**config.mk**
```make
export PLATFORM = sky130hd
export DESIGN_NAME = pio_ports_ab
export DESIGN_NICKNAME = d
export VERILOG_FILES = /design/src/logic/pio_pkg.sv /design/src/logic/pio_port.sv /design/src/logic/pio_ports_ab.sv
export SDC_FILE = /design/constraint.sdc
export NUM_CORES = 1
export LEC_CHECK = 0
export CORE_MARGIN = 2
export CORE_UTILIZATION = 62
export CTS_CLUSTER_DIAMETER = 80
export DETAILED_ROUTE_END_ITERATION = 7
export DONT_BUFFER_PORTS = 1
export GPL_ROUTABILITY_DRIVEN = 0
export MAX_ROUTING_LAYER = met4
export PLACE_DENSITY = 0.76
export SLEW_MARGIN = 5
export SYNTH_ARGS = -nofsm -noshare
export SYNTH_HDL_FRONTEND = slang
export SYNTH_HIERARCHICAL = 1
export SYNTH_SLANG_ARGS = --single-unit
```
**constraint.sdc**
```tcl
create_clock -name clk_sys -period 4.35 [get_ports clk_sys]
set_clock_uncertainty 0.05 [all_clocks]
set_input_delay 0.87 -clock clk_sys [delete_from_list [all_inputs] [get_ports clk_sys]]
set_output_delay 0.87 -clock clk_sys [all_outputs]
set_load 0.02 [all_outputs]
```
**src/logic/pio_pkg.sv**
```systemverilog
`default_nettype none
package pio_pkg;

    // Bus geometry of the internal register access
    localparam int PIO_ADDR_W = 16;
    localparam int PIO_DATA_W = 8;
    localparam int PIO_PORT_W = 8;
    localparam int PIO_CHSEL_W = 5;

    // Register addresses
    localparam logic [PIO_ADDR_W-1:0] PIO_ADDR_KB_DATA = 16'h0000;
    localparam logic [PIO_ADDR_W-1:0] PIO_ADDR_AN_DATA = 16'h0001;
    localparam logic [PIO_ADDR_W-1:0] PIO_ADDR_KB_DIR = 16'h0004;
    localparam logic [PIO_ADDR_W-1:0] PIO_ADDR_AN_DIR = 16'h0005;
    localparam logic [PIO_ADDR_W-1:0] PIO_ADDR_KB_PUE = 16'h000d;

    // Values after reset, and the read value of unmapped addresses
    localparam logic [PIO_PORT_W-1:0] PIO_DIR_RESET = 8'h00;
    localparam logic [PIO_PORT_W-1:0] PIO_PUE_RESET = 8'h00;
    localparam logic [PIO_DATA_W-1:0] PIO_RDATA_RESET = 8'h00;
    localparam logic [PIO_DATA_W-1:0] PIO_UNMAPPED_READ = 8'h00;

    // Channel codes below this one land on the analog-capable port
    localparam logic [PIO_CHSEL_W-1:0] PIO_CHAN_PORT_LIMIT = 5'h08;

    // Value seen by software: latch for outputs, pin level for inputs
    function automatic logic [PIO_PORT_W-1:0] pio_pin_read(
        input logic [PIO_PORT_W-1:0] dir,
        input logic [PIO_PORT_W-1:0] latch,
        input logic [PIO_PORT_W-1:0] pin
    );
        pio_pin_read = (dir & latch) | (~dir & pin);
    endfunction : pio_pin_read

    // One-hot pin select from the converter channel code
    function automatic logic [PIO_PORT_W-1:0] pio_chan_onehot(
        input logic [PIO_CHSEL_W-1:0] chan
    );
        logic [PIO_PORT_W-1:0] hot;
        hot = 8'h00;
        if (chan < PIO_CHAN_PORT_LIMIT)
        begin
            hot[chan[2:0]] = 1'b1;
        end
        pio_chan_onehot = hot;
    endfunction : pio_chan_onehot

endpackage : pio_pkg
`default_nettype wire

```
**src/logic/pio_port.sv**
```systemverilog
`timescale 1ns/1ps
`default_nettype none
module pio_port #(
    parameter int W = 8,
    parameter bit HAS_PULLUP = 1'b1
) (
    input wire logic clk_sys,
    input wire logic resetn,
    input wire logic data_we,
    input wire logic dir_we,
    input wire logic pue_we,
    input wire logic [W-1:0] wdata,
    input wire logic [W-1:0] force_in,
    input wire logic [W-1:0] pin_in,
    output logic [W-1:0] pin_out,
    output logic [W-1:0] pin_oe,
    output logic [W-1:0] pin_pullup,
    output logic [W-1:0] latch,
    output logic [W-1:0] dir,
    output logic [W-1:0] pue,
    output logic [W-1:0] read_val
);
    import pio_pkg::*;

    logic [W-1:0] next_latch;
    logic [W-1:0] next_dir;
    logic [W-1:0] next_pue;
    logic [W-1:0] dir_eff;

    // Width beyond one data byte cannot be reached by the bus
    if (W < 1 || W > PIO_DATA_W)
    begin : g_bad_width
        $error("pio_port width must be 1 to 8");
    end

    always_comb
    begin
        next_latch = data_we ? wdata : latch;
        next_dir = dir_we ? wdata : dir;
        next_pue = (pue_we && HAS_PULLUP) ? wdata : pue;
    end

    // latch kept over reset, so no reset branch
    always_ff @(posedge clk_sys)
    begin
        latch <= next_latch;
    end

    always_ff @(posedge clk_sys or negedge resetn)
    begin
        if (!resetn)
        begin
            dir <= PIO_DIR_RESET[W-1:0];
            pue <= PIO_PUE_RESET[W-1:0];
        end
        else
        begin
            dir <= next_dir;
            pue <= next_pue;
        end
    end

    always_comb
    begin
        dir_eff = dir & ~force_in;
        pin_oe = dir_eff;
        pin_out = latch & dir_eff;
        pin_pullup = HAS_PULLUP ? (pue & ~dir_eff) : '0;
        read_val = (dir_eff & latch) | (~dir_eff & pin_in);
    end

endmodule : pio_port
`default_nettype wire

```
**src/logic/pio_ports_ab.sv**
```systemverilog
`timescale 1ns/1ps
`default_nettype none
module pio_ports_ab (
    input wire logic clk_sys,
    input wire logic resetn,
    input wire logic [pio_pkg::PIO_ADDR_W-1:0] bus_addr,
    input wire logic bus_wr,
    input wire logic bus_rd,
    input wire logic [pio_pkg::PIO_DATA_W-1:0] bus_wdata,
    output logic [pio_pkg::PIO_DATA_W-1:0] bus_rdata,
    output logic bus_rvalid,
    input wire logic [pio_pkg::PIO_PORT_W-1:0] kb_pin_in,
    output logic [pio_pkg::PIO_PORT_W-1:0] kb_pin_out,
    output logic [pio_pkg::PIO_PORT_W-1:0] kb_pin_oe,
    output logic [pio_pkg::PIO_PORT_W-1:0] kb_pin_pullup,
    input wire logic [pio_pkg::PIO_PORT_W-1:0] an_pin_in,
    output logic [pio_pkg::PIO_PORT_W-1:0] an_pin_out,
    output logic [pio_pkg::PIO_PORT_W-1:0] an_pin_oe,
    input wire logic [pio_pkg::PIO_PORT_W-1:0] keyboard_pin_irq_enables,
    output logic [pio_pkg::PIO_PORT_W-1:0] keyboard_inputs,
    input wire logic [pio_pkg::PIO_CHSEL_W-1:0] converter_channel_select,
    output logic [pio_pkg::PIO_PORT_W-1:0] analog_inputs
);
    import pio_pkg::*;

    logic hit_kb_data;
    logic hit_an_data;
    logic hit_kb_dir;
    logic hit_an_dir;
    logic hit_kb_pue;
    logic [PIO_PORT_W-1:0] an_force;
    logic [PIO_PORT_W-1:0] kb_latch;
    logic [PIO_PORT_W-1:0] kb_dir;
    logic [PIO_PORT_W-1:0] kb_pue;
    logic [PIO_PORT_W-1:0] kb_read;
    logic [PIO_PORT_W-1:0] an_latch;
    logic [PIO_PORT_W-1:0] an_dir;
    logic [PIO_PORT_W-1:0] an_read;
    logic [PIO_PORT_W-1:0] an_pullup_unused;
    logic [PIO_PORT_W-1:0] an_pue_unused;
    logic [PIO_DATA_W-1:0] next_bus_rdata;
    logic next_bus_rvalid;
    logic [PIO_PORT_W-1:0] next_keyboard_inputs;
    logic [PIO_PORT_W-1:0] next_analog_inputs;

    // Address decode of the five registers
    // Full 16-bit compare, so no alias of a register answers
    always_comb
    begin
        hit_kb_data = (bus_addr == PIO_ADDR_KB_DATA);
        hit_an_data = (bus_addr == PIO_ADDR_AN_DATA);
        hit_kb_dir = (bus_addr == PIO_ADDR_KB_DIR);
        hit_an_dir = (bus_addr == PIO_ADDR_AN_DIR);
        hit_kb_pue = (bus_addr == PIO_ADDR_KB_PUE);
    end

    always_comb
    begin
        an_force = pio_chan_onehot(converter_channel_select);
    end

    pio_port #(
        .W(PIO_PORT_W),
        .HAS_PULLUP(1'b1)
    ) u_kb_port (
        .clk_sys(clk_sys),
        .resetn(resetn),
        .data_we(bus_wr && hit_kb_data),
        .dir_we(bus_wr && hit_kb_dir),
        .pue_we(bus_wr && hit_kb_pue),
        .wdata(bus_wdata),
        .force_in('0),
        .pin_in(kb_pin_in),
        .pin_out(kb_pin_out),
        .pin_oe(kb_pin_oe),
        .pin_pullup(kb_pin_pullup),
        .latch(kb_latch),
        .dir(kb_dir),
        .pue(kb_pue),
        .read_val(kb_read)
    );

    pio_port #(
        .W(PIO_PORT_W),
        .HAS_PULLUP(1'b0)
    ) u_an_port (
        .clk_sys(clk_sys),
        .resetn(resetn),
        .data_we(bus_wr && hit_an_data),
        .dir_we(bus_wr && hit_an_dir),
        .pue_we(1'b0),
        .wdata(bus_wdata),
        .force_in(an_force),
        .pin_in(an_pin_in),
        .pin_out(an_pin_out),
        .pin_oe(an_pin_oe),
        .pin_pullup(an_pullup_unused),
        .latch(an_latch),
        .dir(an_dir),
        .pue(an_pue_unused),
        .read_val(an_read)
    );

    // read data mux, pins captured on the read edge itself
    // Data then held until the next read, for a late master
    always_comb
    begin
        next_bus_rvalid = bus_rd;
        next_bus_rdata = bus_rdata;
        if (bus_rd)
        begin
            if (hit_kb_data)
            begin
                next_bus_rdata = kb_read;
            end
            else if (hit_an_data)
            begin
                next_bus_rdata = an_read;
            end
            else if (hit_kb_dir)
            begin
                next_bus_rdata = kb_dir;
            end
            else if (hit_an_dir)
            begin
                next_bus_rdata = an_dir;
            end
            else if (hit_kb_pue)
            begin
                next_bus_rdata = kb_pue;
            end
            else
            begin
                next_bus_rdata = PIO_UNMAPPED_READ;
            end
        end
    end

    // only enabled pins reach the keyboard interrupt logic
    always_comb
    begin
        next_keyboard_inputs = kb_pin_in & keyboard_pin_irq_enables;
        next_analog_inputs = an_pin_in & an_force;
    end

    // Registered outputs toward bus and neighbour modules
    // Registered so neighbours never see a pin glitch directly
    always_ff @(posedge clk_sys or negedge resetn)
    begin
        if (!resetn)
        begin
            bus_rdata <= PIO_RDATA_RESET;
            bus_rvalid <= 1'b0;
            keyboard_inputs <= '0;
            analog_inputs <= '0;
        end
        else
        begin
            bus_rdata <= next_bus_rdata;
            bus_rvalid <= next_bus_rvalid;
            keyboard_inputs <= next_keyboard_inputs;
            analog_inputs <= next_analog_inputs;
        end
    end

    // Checks on direction reset
    a_dir_reset_clear: assert property (@(posedge clk_sys) disable iff (!resetn)
        $rose(resetn) |-> (kb_dir == PIO_DIR_RESET))
        else $error("keyboard direction not cleared by reset");
    a_an_dir_reset: assert property (@(posedge clk_sys) disable iff (!resetn)
        $rose(resetn) |-> (an_dir == PIO_DIR_RESET) && (an_pin_oe == '0))
        else $error("analog direction not cleared by reset");

    // Output buffers and pullups
    a_kb_drive_latch: assert property (@(posedge clk_sys) disable iff (!resetn)
        (kb_pin_oe == kb_dir) && ((kb_pin_out & kb_pin_oe) == (kb_latch & kb_dir)))
        else $error("keyboard pin not driving latch per direction");
    a_pullup_off_out: assert property (@(posedge clk_sys) disable iff (!resetn)
        (kb_pin_pullup & kb_pin_oe) == '0)
        else $error("pullup left on for output pin");
    a_pullup_needs_en: assert property (@(posedge clk_sys) disable iff (!resetn)
        (kb_pin_pullup == (kb_pue & ~kb_dir)))
        else $error("pullup does not follow enable and direction");
    a_pue_write_take: assert property (@(posedge clk_sys) disable iff (!resetn)
        (bus_wr && hit_kb_pue) |=> (kb_pue == $past(bus_wdata)))
        else $error("pullup enable write lost");

    // Data latch and readback
    a_latch_write_take: assert property (@(posedge clk_sys) disable iff (!resetn)
        (bus_wr && hit_kb_data) |=> (kb_latch == $past(bus_wdata)))
        else $error("keyboard latch write lost");
    a_an_latch_write: assert property (@(posedge clk_sys) disable iff (!resetn)
        (bus_wr && hit_an_data) |=> (an_latch == $past(bus_wdata)))
        else $error("analog latch write lost");
    a_kb_read_value: assert property (@(posedge clk_sys) disable iff (!resetn)
        (bus_rd && hit_kb_data) |=>
        bus_rvalid && (bus_rdata == pio_pin_read($past(kb_dir), $past(kb_latch), $past(kb_pin_in))))
        else $error("keyboard data read wrong");
    a_kb_read_input: assert property (@(posedge clk_sys) disable iff (!resetn)
        (bus_rd && hit_kb_data && (kb_dir == '0)) |=> (bus_rdata == $past(kb_pin_in)))
        else $error("input bits do not read the pin");
    a_an_read_value: assert property (@(posedge clk_sys) disable iff (!resetn)
        (bus_rd && hit_an_data) |=>
        (bus_rdata == pio_pin_read($past(an_dir & ~an_force), $past(an_latch), $past(an_pin_in))))
        else $error("analog data read wrong");
    a_read_one_cycle: assert property (@(posedge clk_sys) disable iff (!resetn)
        bus_rd |=> bus_rvalid ##1 (bus_rvalid == $past(bus_rd)))
        else $error("read answer not one cycle later");

    // Analog override and keyboard gating
    a_analog_force_in: assert property (@(posedge clk_sys) disable iff (!resetn)
        ((an_pin_oe & an_force) == '0) && $onehot0(an_force))
        else $error("selected analog pin still driven");
    a_kbi_gate: assert property (@(posedge clk_sys) disable iff (!resetn)
        ##1 ((keyboard_inputs & ~$past(keyboard_pin_irq_enables)) == '0))
        else $error("disabled keyboard pin reached interrupt input");

    // Register writes land and read back as stored
    a_kb_dir_write: assert property (@(posedge clk_sys) disable iff (!resetn)
        (bus_wr && hit_kb_dir) |=> (kb_dir == $past(bus_wdata)))
        else $error("keyboard direction write lost");
    a_an_dir_write: assert property (@(posedge clk_sys) disable iff (!resetn)
        (bus_wr && hit_an_dir) |=> (an_dir == $past(bus_wdata)))
        else $error("analog direction write lost");
    a_kb_dir_readback: assert property (@(posedge clk_sys) disable iff (!resetn)
        (bus_rd && hit_kb_dir) |=> (bus_rdata == $past(kb_dir)))
        else $error("keyboard direction read wrong");
    a_pue_readback: assert property (@(posedge clk_sys) disable iff (!resetn)
        (bus_rd && hit_kb_pue) |=> (bus_rdata == $past(kb_pue)))
        else $error("pullup enable read wrong");

    // Data reads with all bits one way, so a swapped mux shows up
    a_kb_read_output: assert property (@(posedge clk_sys) disable iff (!resetn)
        (bus_rd && hit_kb_data && (kb_dir == '1)) |=> (bus_rdata == $past(kb_latch)))
        else $error("keyboard output bits do not read the latch");
    a_an_read_output: assert property (@(posedge clk_sys) disable iff (!resetn)
        (bus_rd && hit_an_data && ((an_dir & ~an_force) == '1)) |=> (bus_rdata == $past(an_latch)))
        else $error("analog output bits do not read the latch");
    a_an_read_input: assert property (@(posedge clk_sys) disable iff (!resetn)
        (bus_rd && hit_an_data && (an_dir == '0)) |=> (bus_rdata == $past(an_pin_in)))
        else $error("analog input bits do not read the pin");

    // Read answer: one pulse, data held until the next read
    a_rvalid_pulse: assert property (@(posedge clk_sys) disable iff (!resetn)
        bus_rvalid |-> $past(bus_rd))
        else $error("read answer without a read");
    a_rdata_hold: assert property (@(posedge clk_sys) disable iff (!resetn)
        !bus_rd |=> (bus_rdata == $past(bus_rdata)))
        else $error("read data changed without a read");

    // Analog pins: no pullup, quiet when not driven, converter copy
    a_an_drive_latch: assert property (@(posedge clk_sys) disable iff (!resetn)
        (an_pin_oe == (an_dir & ~an_force)) && (an_pin_out == (an_latch & an_pin_oe)))
        else $error("analog pin not driving latch per direction");
    a_an_no_pullup: assert property (@(posedge clk_sys) disable iff (!resetn)
        (an_pullup_unused == '0) && (an_pue_unused == '0))
        else $error("analog port shows a pullup");
    a_an_quiet_inputs: assert property (@(posedge clk_sys) disable iff (!resetn)
        (an_pin_out & ~an_pin_oe) == '0)
        else $error("analog pin value leaks on an input");
    a_an_inputs_gate: assert property (@(posedge clk_sys) disable iff (!resetn)
        resetn |=> (analog_inputs == $past(an_pin_in & an_force)))
        else $error("converter input does not follow selected pin");

    // Keyboard side: registered copy of enabled pins, quiet inputs
    a_kb_inputs_value: assert property (@(posedge clk_sys) disable iff (!resetn)
        resetn |=> (keyboard_inputs == $past(kb_pin_in & keyboard_pin_irq_enables)))
        else $error("keyboard input copy wrong");
    a_kb_quiet_inputs: assert property (@(posedge clk_sys) disable iff (!resetn)
        (kb_pin_out & ~kb_pin_oe) == '0)
        else $error("keyboard pin value leaks on an input");

    // Held reset keeps direction, pullup enable and read registers cleared; not gated by reset on purpose
    a_reset_quiet: assert property (@(posedge clk_sys)
        (!resetn ##1 !resetn) |->
        (kb_dir == '0) && (an_dir == '0) && (kb_pue == '0) && !bus_rvalid && (bus_rdata == '0))
        else $error("registers not held cleared in reset");

endmodule : pio_ports_ab
`default_nettype wire

```
==> results list, run 1 <==
- The run finished with clean final reports.
- Total routed wirelength: between 7000 and 8000 um
- Worst reg2reg path endpoint: bus_rdata[3]
- Before antenna repair, the detailed router went through 5 iterations.
- In this run the mean area of a mapped cell was roughly 13 um^2.
- For this design, the slowest cell found on the critical path is sky130_fd_sc_hd__or3_1.
- For the worst flop-to-flop path, the logic depth is 5.
- Sinks on Clock Net: 65
- Clk_lat worst skew: about 0.33 ns
- During synthesis, Yosys emitted a total of 6 warnings.
* Summed negative setup slack over all endpoints: 0 ns
- The die covers around 0.006 mm^2.
- Resized cells post-CTS: 0
* Antenna violations before repair: 0
- Once routing completed, OpenROAD measured the worst setup slack at roughly 1.4 ns.
- Busiest grt layer: met2
* Worst setup SP type: input pin
- After layout, the worst path uses about two thirds of the clock period.
- In this run, flip-flops and latches consume between 50% and 60% of the power.
- Setup repair after global routing missed its margin: false
- At the pin with the least slew margin, the transition time is around 1.2 ns.
* Combined global-route utilization of all metal layers: between 20 and 30%
* Area of the core: 0.005140 mm^2
- Final count of negative-setup-slack endpoints: 0
- After detailed routing, the average wire length per cell comes to 21.64 um.
- For this run, global-route usage on met2 was measured as approximately 40%.
- Num ports: between 100 and 150
- For this run, global-route usage on met1 was measured as between 30% and 40%.
- The via count of the first global-routing pass came to about 2,200.
- Worst slack at placement: ~1.2 ns
* Final hold violation count: 0
- Launch point of the critical path: converter_channel_select[4]
- Pwr dens: 325.2 mW/mm^2
- Maximum vdd drop: around 0.0002 V
- Number of antenna-violating nets in the routed design: 0
- The initial utilization of the core area, before any placement, comes to about two thirds.
* Largest net degree at the start of global routing: 50
- The wire-length estimate of the detail-placed layout is ~5200 um.
- After clock tree synthesis, the flow added hold-fix buffers numbering 0.
- Internal power comes to about 0.91 mW.
- Reported net switching power: approximately 0.27 mW
- Cells with a size suffix above 1 make up 27.40% of the layout.
- In this run, the clock network consumes 40.3% of the power.
- Signed area change from the synthesized netlist to the final layout: 8.893%
- For met3 alone, demand over resource in global routing was roughly 7.0%.
- After the last flow step, the layout net total stands at between 300 and 400.
- At the worst endpoint, the required time is approximately 3.4 ns.
- Largest fanout of any net on the critical path: 4
- After clock tree synthesis, the clock-pin slew on the worst setup and hold paths is around 0.07 ns.
- Tmin final: around 3 ns
- Max incr delay on CP: 0.43 ns
- Measured on the finished design, the core utilization comes to a little over two thirds.
- The tool flagged a number of max-cap violations equal to 0.
- Net switching is 22.63% of the power.
- TritonCTS built the clock tree.
- The kind of cell with the highest combined delay along the critical path is simple AND/OR/NAND/NOR gates.
* Global route total overflow: 0
- Clock tree synthesis inserted a total of 9 buffers.
- Most common library cell in the layout ignoring fill and taps: sky130_fd_sc_hd__dfrtp_1
- Derived from the worst setup path, the maximum achievable clock frequency is between 0.3 and 0.4 GHz.
- The critical path goes through or3_1 -> nor3_1 -> nor2b_4 -> and2_1.
* Clock H-tree levels: 3
- Clock tree synthesis selected as its root buffer the cell sky130_fd_sc_hd__clkbuf_8.
- Worst min-delay path class: input pin to asynchronous set/reset pin
* Lkg Pwr: roughly 1.7 nW
- Commonest cells after routing, fill and taps aside: sky130_fd_sc_hd__dfrtp_1, sky130_fd_sc_hd__and2_1, sky130_fd_sc_hd__mux2_4, sky130_fd_sc_hd__nand2b_1, sky130_fd_sc_hd__edfxtp_1
* Share of total power in combinational logic: under 10%
- Buffers inserted by post-CTS timing repair: 0
- Worst-case register-to-register setup slack: approximately 2.6 ns
- Launching point of the worst reg2reg path: u_an_port/dir[3]
- Rows: 26
- Worst setup path category: input pin to output pin
* First-pass GRT wire length: around 12,000 um
* Worst slew margin relative to its limit: between 20 and 25%
- Max Transition Viols Final: 0
- Arrival time worst endpoint: roughly 2.0 ns
- Worst Path Buf+Inv: 0
- Area of the mapped netlist: 0.003334 mm^2
- After technology mapping, the gate count stands at between 200 and 300.
- Number of port buffers: 0
- In this run, the number of DRC markers left after iteration 0 of detailed routing was about 130.
* Residual DRC: 0
* Non-Filler Instances: ~350
- Number of antenna cells inserted: 0
- Floorplan die height: approximately 77 um
- DR vias/cell: 5.949
* X dimension of the die: 77.34 um
- Buffer depth of the longest clock path: 2
- Dpl cells: 335
- Crit path capture type: output pin
- Vias: ~2,100
## metrics by stage
| step | hold WS, ns | cell area (um^2) | power (mW) |
|---|---|---|---|
| 2_1_floorplan | 0.4403 | 3387 | 0.7083 |
| 3_3_place_gp | 0.4651 | 3448 | 0.7142 |
| 3_5_place_dp | 0.4693 | 3448 | 0.7156 |
| 4_1_cts | 0.1603 | 3631 | 1.187 |
| 5_1_grt | 0.1524 | 3631 | 1.216 |
| 6_report | 0.1754 | 3631 | 1.181 |
## registers in the layout, indices dropped and copies added, names as in the netlist
signal / count
bus_rvalid: 1
u_kb_port/pue: 8
u_an_port/latch: 8
keyboard_inputs: 8
analog_inputs: 8
u_kb_port/dir: 8
u_an_port/dir: 8
u_kb_port/latch: 8
bus_rdata: 8
## layout make-up
type | instances | area, um^2
Sequential cell | 65 | 1707
Tap cell | 70 | 87.58
Multi-Input combinational cell | 191 | 1617
Timing Repair Buffer | 1 | 7.507
Inverter | 8 | 30.03
Clock inverter | 3 | 13.76
Clock buffer | 13 | 168.9
Fill cell | 395 | 1509
## worst max-delay path by stage
stage | cells past startpoint | slack (ns) | endpoint
after global placement | 5 | 1.30 | u_kb_port/dir[1]
final | 4 | 1.40 | an_pin_out[0]
after detailed placement | 5 | 1.21 | u_kb_port/dir[1]
after floorplan | 4 | 1.50 | an_pin_out[0]
after global routing | 4 | 1.32 | an_pin_out[0]
after CTS | 4 | 1.40 | an_pin_out[0]
## power by group through the flow
stage	clock, mW	sequential (mW)	combinational (mW)
after global placement	0	0.664	0.0503
after global routing	0.506	0.653	0.0573
final	0.476	0.652	0.0524
after detailed placement	0	0.664	0.0513
after floorplan	0	0.663	0.0457
after CTS	0.483	0.652	0.0516
## routing by layer
layer  vias up  part of all wire, %
li1        936                    -
met1      1012                   43
met2       126                   46
met3        14                  8.5
met4         0                  2.1
met5         -                    0
Power figures use the tool's default switching activity.
==> inputs of run 2 (changes only) <==
--- a/config.mk
+++ b/config.mk
@@ -6,13 +6,13 @@
 export NUM_CORES = 1
 export LEC_CHECK = 0
 export CORE_MARGIN = 2
-export CORE_UTILIZATION = 62
+export CORE_UTILIZATION = 57
 export CTS_CLUSTER_DIAMETER = 80
 export DETAILED_ROUTE_END_ITERATION = 7
 export DONT_BUFFER_PORTS = 1
 export GPL_ROUTABILITY_DRIVEN = 0
 export MAX_ROUTING_LAYER = met4
-export PLACE_DENSITY = 0.76
+export PLACE_DENSITY = 0.73
 export SLEW_MARGIN = 5
 export SYNTH_ARGS = -nofsm -noshare
 export SYNTH_HDL_FRONTEND = slang
==> constraint.sdc (replaced) <==
create_clock -name clk_sys -period 2.6 [get_ports clk_sys]
set_clock_uncertainty 0.05 [all_clocks]
set_input_delay 0.52 -clock clk_sys [delete_from_list [all_inputs] [get_ports clk_sys]]
set_output_delay 0.52 -clock clk_sys [all_outputs]
set_load 0.02 [all_outputs]
==> run 2 against run 1 <==
Net effect: clock-buffer cell count unchanged; global-route usage down 1.4 points; die area grew 8.3%; cell area increased by 3.1%; wire length is 0.54% higher; worst setup slack worse by 1.1 ns; sequential share of layout area is 1.4 points lower; total power up 66%; register-to-register slack worse by 1.7 ns; critical path depth stayed put; sequential power grew 67%; critical path type unchanged; highest routed layer unchanged.
==> results list, run 2 (synthesized netlist as in run 1, its figures left out) <==
- Vias: 2,189 (+4.8%)
- The initial antenna violation count was 0 (unchanged).
- Total routed wirelength: 7635 um (+0.54%)
- The met1 demand-to-capacity share in global routing was 31.44% (-6.3 points).
- Signed area change from the synthesized netlist to the final layout: 12.31%
- The number of placement rows was 27 (+3.8%).
* Buffers inserted by post-CTS timing repair: 0 (unchanged)
* Max incr delay on CP: 0.44 ns (about the same)
- Number of port buffers: 0 (unchanged)
- The final net count is 346 (+3.9%).
* Worst-case register-to-register setup slack: 0.90 ns (-1.68 ns)
- Worst Path Buf+Inv: 0 (unchanged)
* Worst min-delay path class: input pin to register
* Fill cell count: 419 (+6.1%)
- Area of the multi-input gates: 0.001617 mm^2 (unchanged)
- Launch point of the critical path: converter_channel_select[4]
* Num ports: 122 (unchanged)
- The initial core utilization is 59.82% (-5.1 points).
* X dimension of the die: 80.49 um (+4.1%)
- The number of cells on the worst reg-to-reg path came to 5 (unchanged).
- The endpoint identified for the worst register-to-register timing path is bus_rdata[6].
- Number of antenna-violating nets in the routed design: 0 (unchanged)
- The number of maximum-capacitance violations was 0 (unchanged).
- Met3 usage in global routing: 7.303% (+0.33 points)
- The area enclosed by the die boundary came to 0.006478 mm^2 (+8.3%).
- The required time at the worst-slack endpoint came to 2.03 ns (-1.40 ns).
* Status: finished, final reports clean
* Clock buffers created by TritonCTS: 9 (unchanged)
- Pwr dens: 524.3 mW/mm^2 (+61%)
* Overall power: 1.963 mW (+66%)
- The worst-skew pair later-pin latency came to 0.34 ns (about the same).
* Worst setup path category: input pin to output pin
* Average wire length per cell after detail routing: 20.86 um (-3.6%)
* Commonest cells after routing, fill and taps aside: sky130_fd_sc_hd__dfrtp_1, sky130_fd_sc_hd__and2_1, sky130_fd_sc_hd__mux2_4, sky130_fd_sc_hd__nand2b_1, sky130_fd_sc_hd__edfxtp_1
- Area of the core: 0.005574 mm^2 (+8.4%)
* Launching point of the worst reg2reg path: u_an_port/dir[6]
* Termination of the worst setup path: an_pin_out[0]
- The fraction of layout cells with a size suffix above 1 is 30.27% (+2.9 points).
- The worst path uses between 80 and 90% of the clock period.
* Clock-pin slew on the worst setup and hold paths: 0.07 ns (about the same)
* Transition time of the tightest slew-check pin: 0.8410 ns (-0.3281 ns)
- Critical path, cell by cell: or3_1 -> nor3_1 -> nor2b_4 -> and2_1
- Hold WS: 0.1636 ns (-0.01182 ns)
* Cell depth of the worst setup path: 4 (unchanged)
- The worst setup path is captured at an output pin.
* Worst slew margin relative to its limit: 43.73% (+22 points)
* Arrival time worst endpoint: 1.68 ns (-0.35 ns)
* Summed negative setup slack over all endpoints: 0 ns (unchanged)
- Most common library cell in the layout ignoring fill and taps: sky130_fd_sc_hd__dfrtp_1
- The peak ir drop on the vdd network was 0.0003213 V (+61%).
* Global route total overflow: 0 (unchanged)
- Final count of negative-setup-slack endpoints: 0 (unchanged)
* First-pass GRT wire length: 11,800 um (-0.52%)
- DR vias/cell: 5.981 (+0.54%)
- Max Transition Viols Final: 0 (unchanged)
* Busiest grt layer: met2
- First drt pass iteration count: 5 (unchanged)
- Post-layout instance area: 0.003745 mm^2 (+3.1%)
- For this design, the slowest cell found on the critical path is sky130_fd_sc_hd__or3_1.
- Global Route met2 Usage: 40.25% (+0.42 points)
- The count of hold buffers inserted by post-cts repair came to 2 (+2).
* Gate family responsible for the most delay along the worst path: simple AND/OR/NAND/NOR gates
* Half-perimeter wire length of the detailed placement result: 5367 um (+2.7%)
- The worst slack at placement was 0.1815 ns (-1.032 ns).
- The minimum setup slack in the final design came to 0.3451 ns (-1.058 ns).
- The overall global routing resource usage is 26.10% (-1.4 points).
* Resized cells post-CTS: 0 (unchanged)
- TritonCTS built the clock tree.
* Floorplan die height: 80.49 um (+4.1%)
* Via count of the first global-routing pass: 2,249 (+3.0%)
* Cell area after placement: 0.003533 mm^2 (+2.5%)
- The routed design could run at a clock period as short as 2.255 ns.
- Setup repair after global routing missed its margin: false
- Clk Tree Root Cell: sky130_fd_sc_hd__clkbuf_8
- The depth of the CTS H-tree was 3 (unchanged).
* Number of antenna cells inserted: 0 (unchanged)
- The pin count of the biggest net entering global routing was 50 (unchanged).
* Final hold violation count: 0 (unchanged)
- Worst setup SP type: input pin
* Peak Freq: 0.4435 GHz
* Largest fanout of any net on the critical path: 4 (unchanged)
- The sink count of the clock tree is 65 (unchanged).
- The buffer depth of the longest clock path was 2 (unchanged).
- The starting DRC count in detailed routing was 168 (+30%).
* Residual DRC: 0 (unchanged)
- The area occupied by registers came to 0.001707 mm^2 (unchanged).
- The static leakage power came to 1.772 nW (+4.3%).
-- run 2: cell types whose count changed in the layout (fill, tap and decap cells not counted), sizes merged --
cell,previous run,this run
dlygate4sd3,0,1
buf,1,13
-- run 2: final cells by class --
cell class	count	area share [%]
flip-flops and latches	65	45.57
multi-input cells	191	43.17
clock buffers	13	4.243
repair buffers	14	3.408
well taps	72	2.406
inverters	8	0.8019
clock inverters	3	0.4009
-- run 2: worst reg2reg max path, stage by stage (launching register included) --
cell	delay, ns
sky130_fd_sc_hd__dfrtp_1	0.38
sky130_fd_sc_hd__nor2b_4	0.26
sky130_fd_sc_hd__mux2_4	0.32
sky130_fd_sc_hd__a222oi_1	0.33
sky130_fd_sc_hd__a21oi_1	0.13
sky130_fd_sc_hd__o211a_1	0.12
-- run 2: worst min path at each step --
stage,end,from,cells past startpoint,slack (ns)
3_5_place_dp,bus_rdata[1],resetn,0,0.18
2_1_floorplan,analog_inputs[0],resetn,0,0.17
5_1_grt,bus_rvalid,bus_rd,0,0.15
4_1_cts,bus_rvalid,bus_rd,0,0.15
3_3_place_gp,analog_inputs[1],resetn,0,0.18
6_report,bus_rvalid,bus_rd,0,0.16
-- run 2: stage by stage --
stage | util, % | cells
after floorplan | - | 272
after global placement | 63.39 | 348
after detailed placement | 63.39 | 348
after CTS | 67.18 | 366
after global routing | 67.18 | 366
final | 67.18 | 366
-- run 2: routing by layer --
metal / vias up / wire [um]
met4: 0 / 253
met3: 23 / 772
met5: - / 0
met2: 144 / 3615
met1: 1059 / 2993
li1: 963 / -
-- run 2: report_power, final --
group	switching, mW	internal (mW)
Combinational	0.0541	0.0539
Sequential	0.0292	1.06
Clock	0.370	0.394
==> inputs of run 3 (changes only) <==
--- a/config.mk
+++ b/config.mk
@@ -6,13 +6,13 @@
 export NUM_CORES = 1
 export LEC_CHECK = 0
 export CORE_MARGIN = 2
-export CORE_UTILIZATION = 57
+export CORE_UTILIZATION = 25
 export CTS_CLUSTER_DIAMETER = 80
 export DETAILED_ROUTE_END_ITERATION = 7
 export DONT_BUFFER_PORTS = 1
 export GPL_ROUTABILITY_DRIVEN = 0
 export MAX_ROUTING_LAYER = met4
-export PLACE_DENSITY = 0.73
+export PLACE_DENSITY = 0.38
 export SLEW_MARGIN = 5
 export SYNTH_ARGS = -nofsm -noshare
 export SYNTH_HDL_FRONTEND = slang
==> run 3 against run 2 <==
Net effect: final cell count rose by 29%; hold slack worse by 0.0056 ns; wire length rose by 24%; via count fell by 6.5%; cell area rose by 7.1%; non-clock buffer count up 3; sequential share of layout area is 3.0 points lower; clock power up 57%; clock-buffer cell count is 2 lower; total power increased by 22%; worst setup slack gained 0.059 ns; register-to-register slack worse by 0.03 ns; critical path type unchanged.
==> results list, run 3 (synthesized netlist as in run 1, its figures left out) <==
* Share of the clock period used by the worst path: 84.47% (-2.3 points)
- Transition time of the tightest slew-check pin: 0.5443 ns (-0.2967 ns)
- Worst slack at placement: 0.1427 ns (-0.03886 ns)
- First-pass GRT wire length: 14,090 um (+19%)
- Total routed wirelength: 9485 um (+24%)
- The number of antenna diodes was 0 (unchanged).
- Rows: 42 (+56%)
* Antenna violations before repair: 0 (unchanged)
- X dimension of the die: 119.5 um (+48%)
- The power after layout is 2.402 mW (+22%).
- The highest cell delay on the worst timing path is 0.43 ns (about the same).
- The footprint of the multi-input gates is 0.001617 mm^2 (unchanged).
- The residual DRC count was 0 (unchanged).
- Fraction of layout cells with a size suffix above 1: 31.08% (+0.81 points)
- Sinks on Clock Net: 65 (unchanged)
- Worst setup path category: input pin to output pin
- Internal power contribution: 1.877 mW (+24%)
- Number of port buffers: 0 (unchanged)
- DR vias/cell: 4.337 (-27%)
* Via count of the first global-routing pass: 2,244 (-0.22%)
* Summed negative setup slack over all endpoints: 0 ns (unchanged)
- Overall die area: 0.01428 mm^2 (+120%)
- Number of violations reported at the end of detailed-routing iteration 0: 118 (-30%)
* Post-layout instance area: 0.004011 mm^2 (+7.1%)
* Fill cell count: 1,367 (+230%)
- The average detailed-routed wire length per instance came to 20.10 um (-3.7%).
- The highest clock rate was 0.4553 GHz (+2.7%).
- The area occupied by registers is 0.001707 mm^2 (unchanged).
- The shortest period the worst path allows came to 2.196 ns (-0.05862 ns).
* Worst setup SP type: input pin
* Clock Power Share: 49.8% (+11 points)
- The fraction of power spent switching nets is 21.87% (-1.2 points).
- The buffer depth of the longest clock path came to 2 (unchanged).
- The depth of the CTS H-tree came to 3 (unchanged).
- Clock buffers created by TritonCTS: 9 (unchanged)
- The net switching power of the design is 0.5252 mW (+16%).
* First drt pass iteration count: 4 (-1)
- Effective utilization at floorplan: 25.38% (-34 points)
- CTS placed an instance of sky130_fd_sc_hd__clkbuf_16 at the clock tree root.
* Most common library cell in the layout ignoring fill and taps: sky130_fd_sc_hd__dfrtp_1
- Status: finished, final reports clean
* Arrival time worst endpoint: 1.63 ns (-0.05 ns)
- Max Transition Viols Final: 0 (unchanged)
- Relative to the synthesized area, the layout overhead comes to 20.30%.
* Max Cap Violations: 0 (unchanged)
- Maximum vdd drop: 0.0002024 V (-37%)
- The largest fanout on the critical path was 4 (unchanged).
- Number of antenna-violating nets in the routed design: 0 (unchanged)
- Crit path capture type: output pin
- The register share of total power came to 45.5% (-10 points).
* Commonest cells after routing, fill and taps aside: sky130_fd_sc_hd__dfrtp_1, sky130_fd_sc_hd__and2_1, sky130_fd_sc_hd__mux2_4, sky130_fd_sc_hd__nand2b_1, sky130_fd_sc_hd__edfxtp_1
- Vias: 2,047 (-6.5%)
- Setup repair after global routing missed its margin: false
* Resized cells post-CTS: 0 (unchanged)
- Clock-pin slew on the worst setup and hold paths: 0.05 ns (-0.02 ns)
- Worst min-delay path class: input pin to register
* Final hold violation count: 0 (unchanged)
* Combined global-route utilization of all metal layers: 14.39% (-12 points)
- Final count of negative-setup-slack endpoints: 0 (unchanged)
* Pwr dens: 598.8 mW/mm^2 (+14%)
- The pin count of the biggest net entering global routing came to 50 (unchanged).
- Clk_lat worst skew: 0.34 ns (about the same)
- The placeable core area is 0.01314 mm^2 (+140%).
- The minimum setup slack in the final design was 0.4038 ns (+0.05862 ns).
- Lkg Pwr: 1.839 nW (+3.7%)
- The final net count was 349 (+0.87%).
* Critical Path RT: 2.03 ns (about the same)
- Floorplan die height: 119.5 um (+48%)
- Num ports: 122 (unchanged)
- The cell area after placement was 0.003686 mm^2 (+4.3%).
- Traced cell by cell, the critical path runs through or3_1 -> nor3_1 -> buf_4 -> nor2b_4 -> and2_1.
- The cell total after placement was 455 (+31%).
* Worst slew margin relative to its limit: 63.58% (+20 points)
- CTS tree: done
* Global route total overflow: 0 (unchanged)
- The combinational power share was 4.7% (-0.8 points).
- Slowest CP cell: sky130_fd_sc_hd__or3_1
- Half-perimeter wire length of the detailed placement result: 6906 um (+29%)
- Non-Filler Instances: 472 (+29%)
## run 3: routing by layer
metal,wire [um],vias up,part of all wire [%],track usage [%]
li1,-,975,-,-
met1,4091,980,43,16.58
met2,4578,79,48,23.00
met3,612,13,6.5,4.515
met4,201,0,2.1,6.618
met5,0,-,0,-
## run 3: what timing repair did
item | CTS | global route
hold buffers | 2 | 0
endpoints found under the hold margin | 49 | 0
setup buffers | 0 | 0
## run 3: layout make-up
class                   count  area share [%]
repair buffers             17           3.743
well taps                 176           5.490
clock buffers              11           6.051
flip-flops and latches     65           42.55
multi-input cells         191           40.30
inverters                   8          0.7486
clock inverters             4           1.123
## run 3: stage by stage
stage               hold slack [ns]  utilization, %
floorplan                    0.1744               -
global placement             0.1762           28.06
detailed placement           0.1763           28.06
CTS                          0.1430           30.53
global route                 0.1413           30.53
finish                       0.1580           30.53
## run 3: worst paths after layout
kind,startpoint,cells after the start,slack [ns],endpoint
worst min-delay path,bus_rd,0,0.16,bus_rvalid
worst max register to register,u_an_port/dir[7],5,0.87,bus_rdata[7]
max in group asynchronous,resetn,2,1.61,analog_inputs[2]
worst max-delay path,converter_channel_select[4],5,0.40,an_pin_out[0]
min in group asynchronous,resetn,2,0.65,analog_inputs[1]
worst min register to register,u_an_port/dir[1],1,0.49,u_an_port/dir[1]
## run 3: power by group through the flow
stage               Combinational [mW]  Sequential [mW]  Clock [mW]
floorplan                       0.0765             1.11           0
global placement                0.0914             1.11           0
detailed placement              0.0919             1.11           0
CTS                              0.117             1.09        1.24
global route                     0.129             1.09        1.28
finish                           0.113             1.09        1.20
## run 3: critical path, delay by kind of cell
kind	cells	cell delay (ns)
buf+inv	1	0.17
simple gates	4	0.94
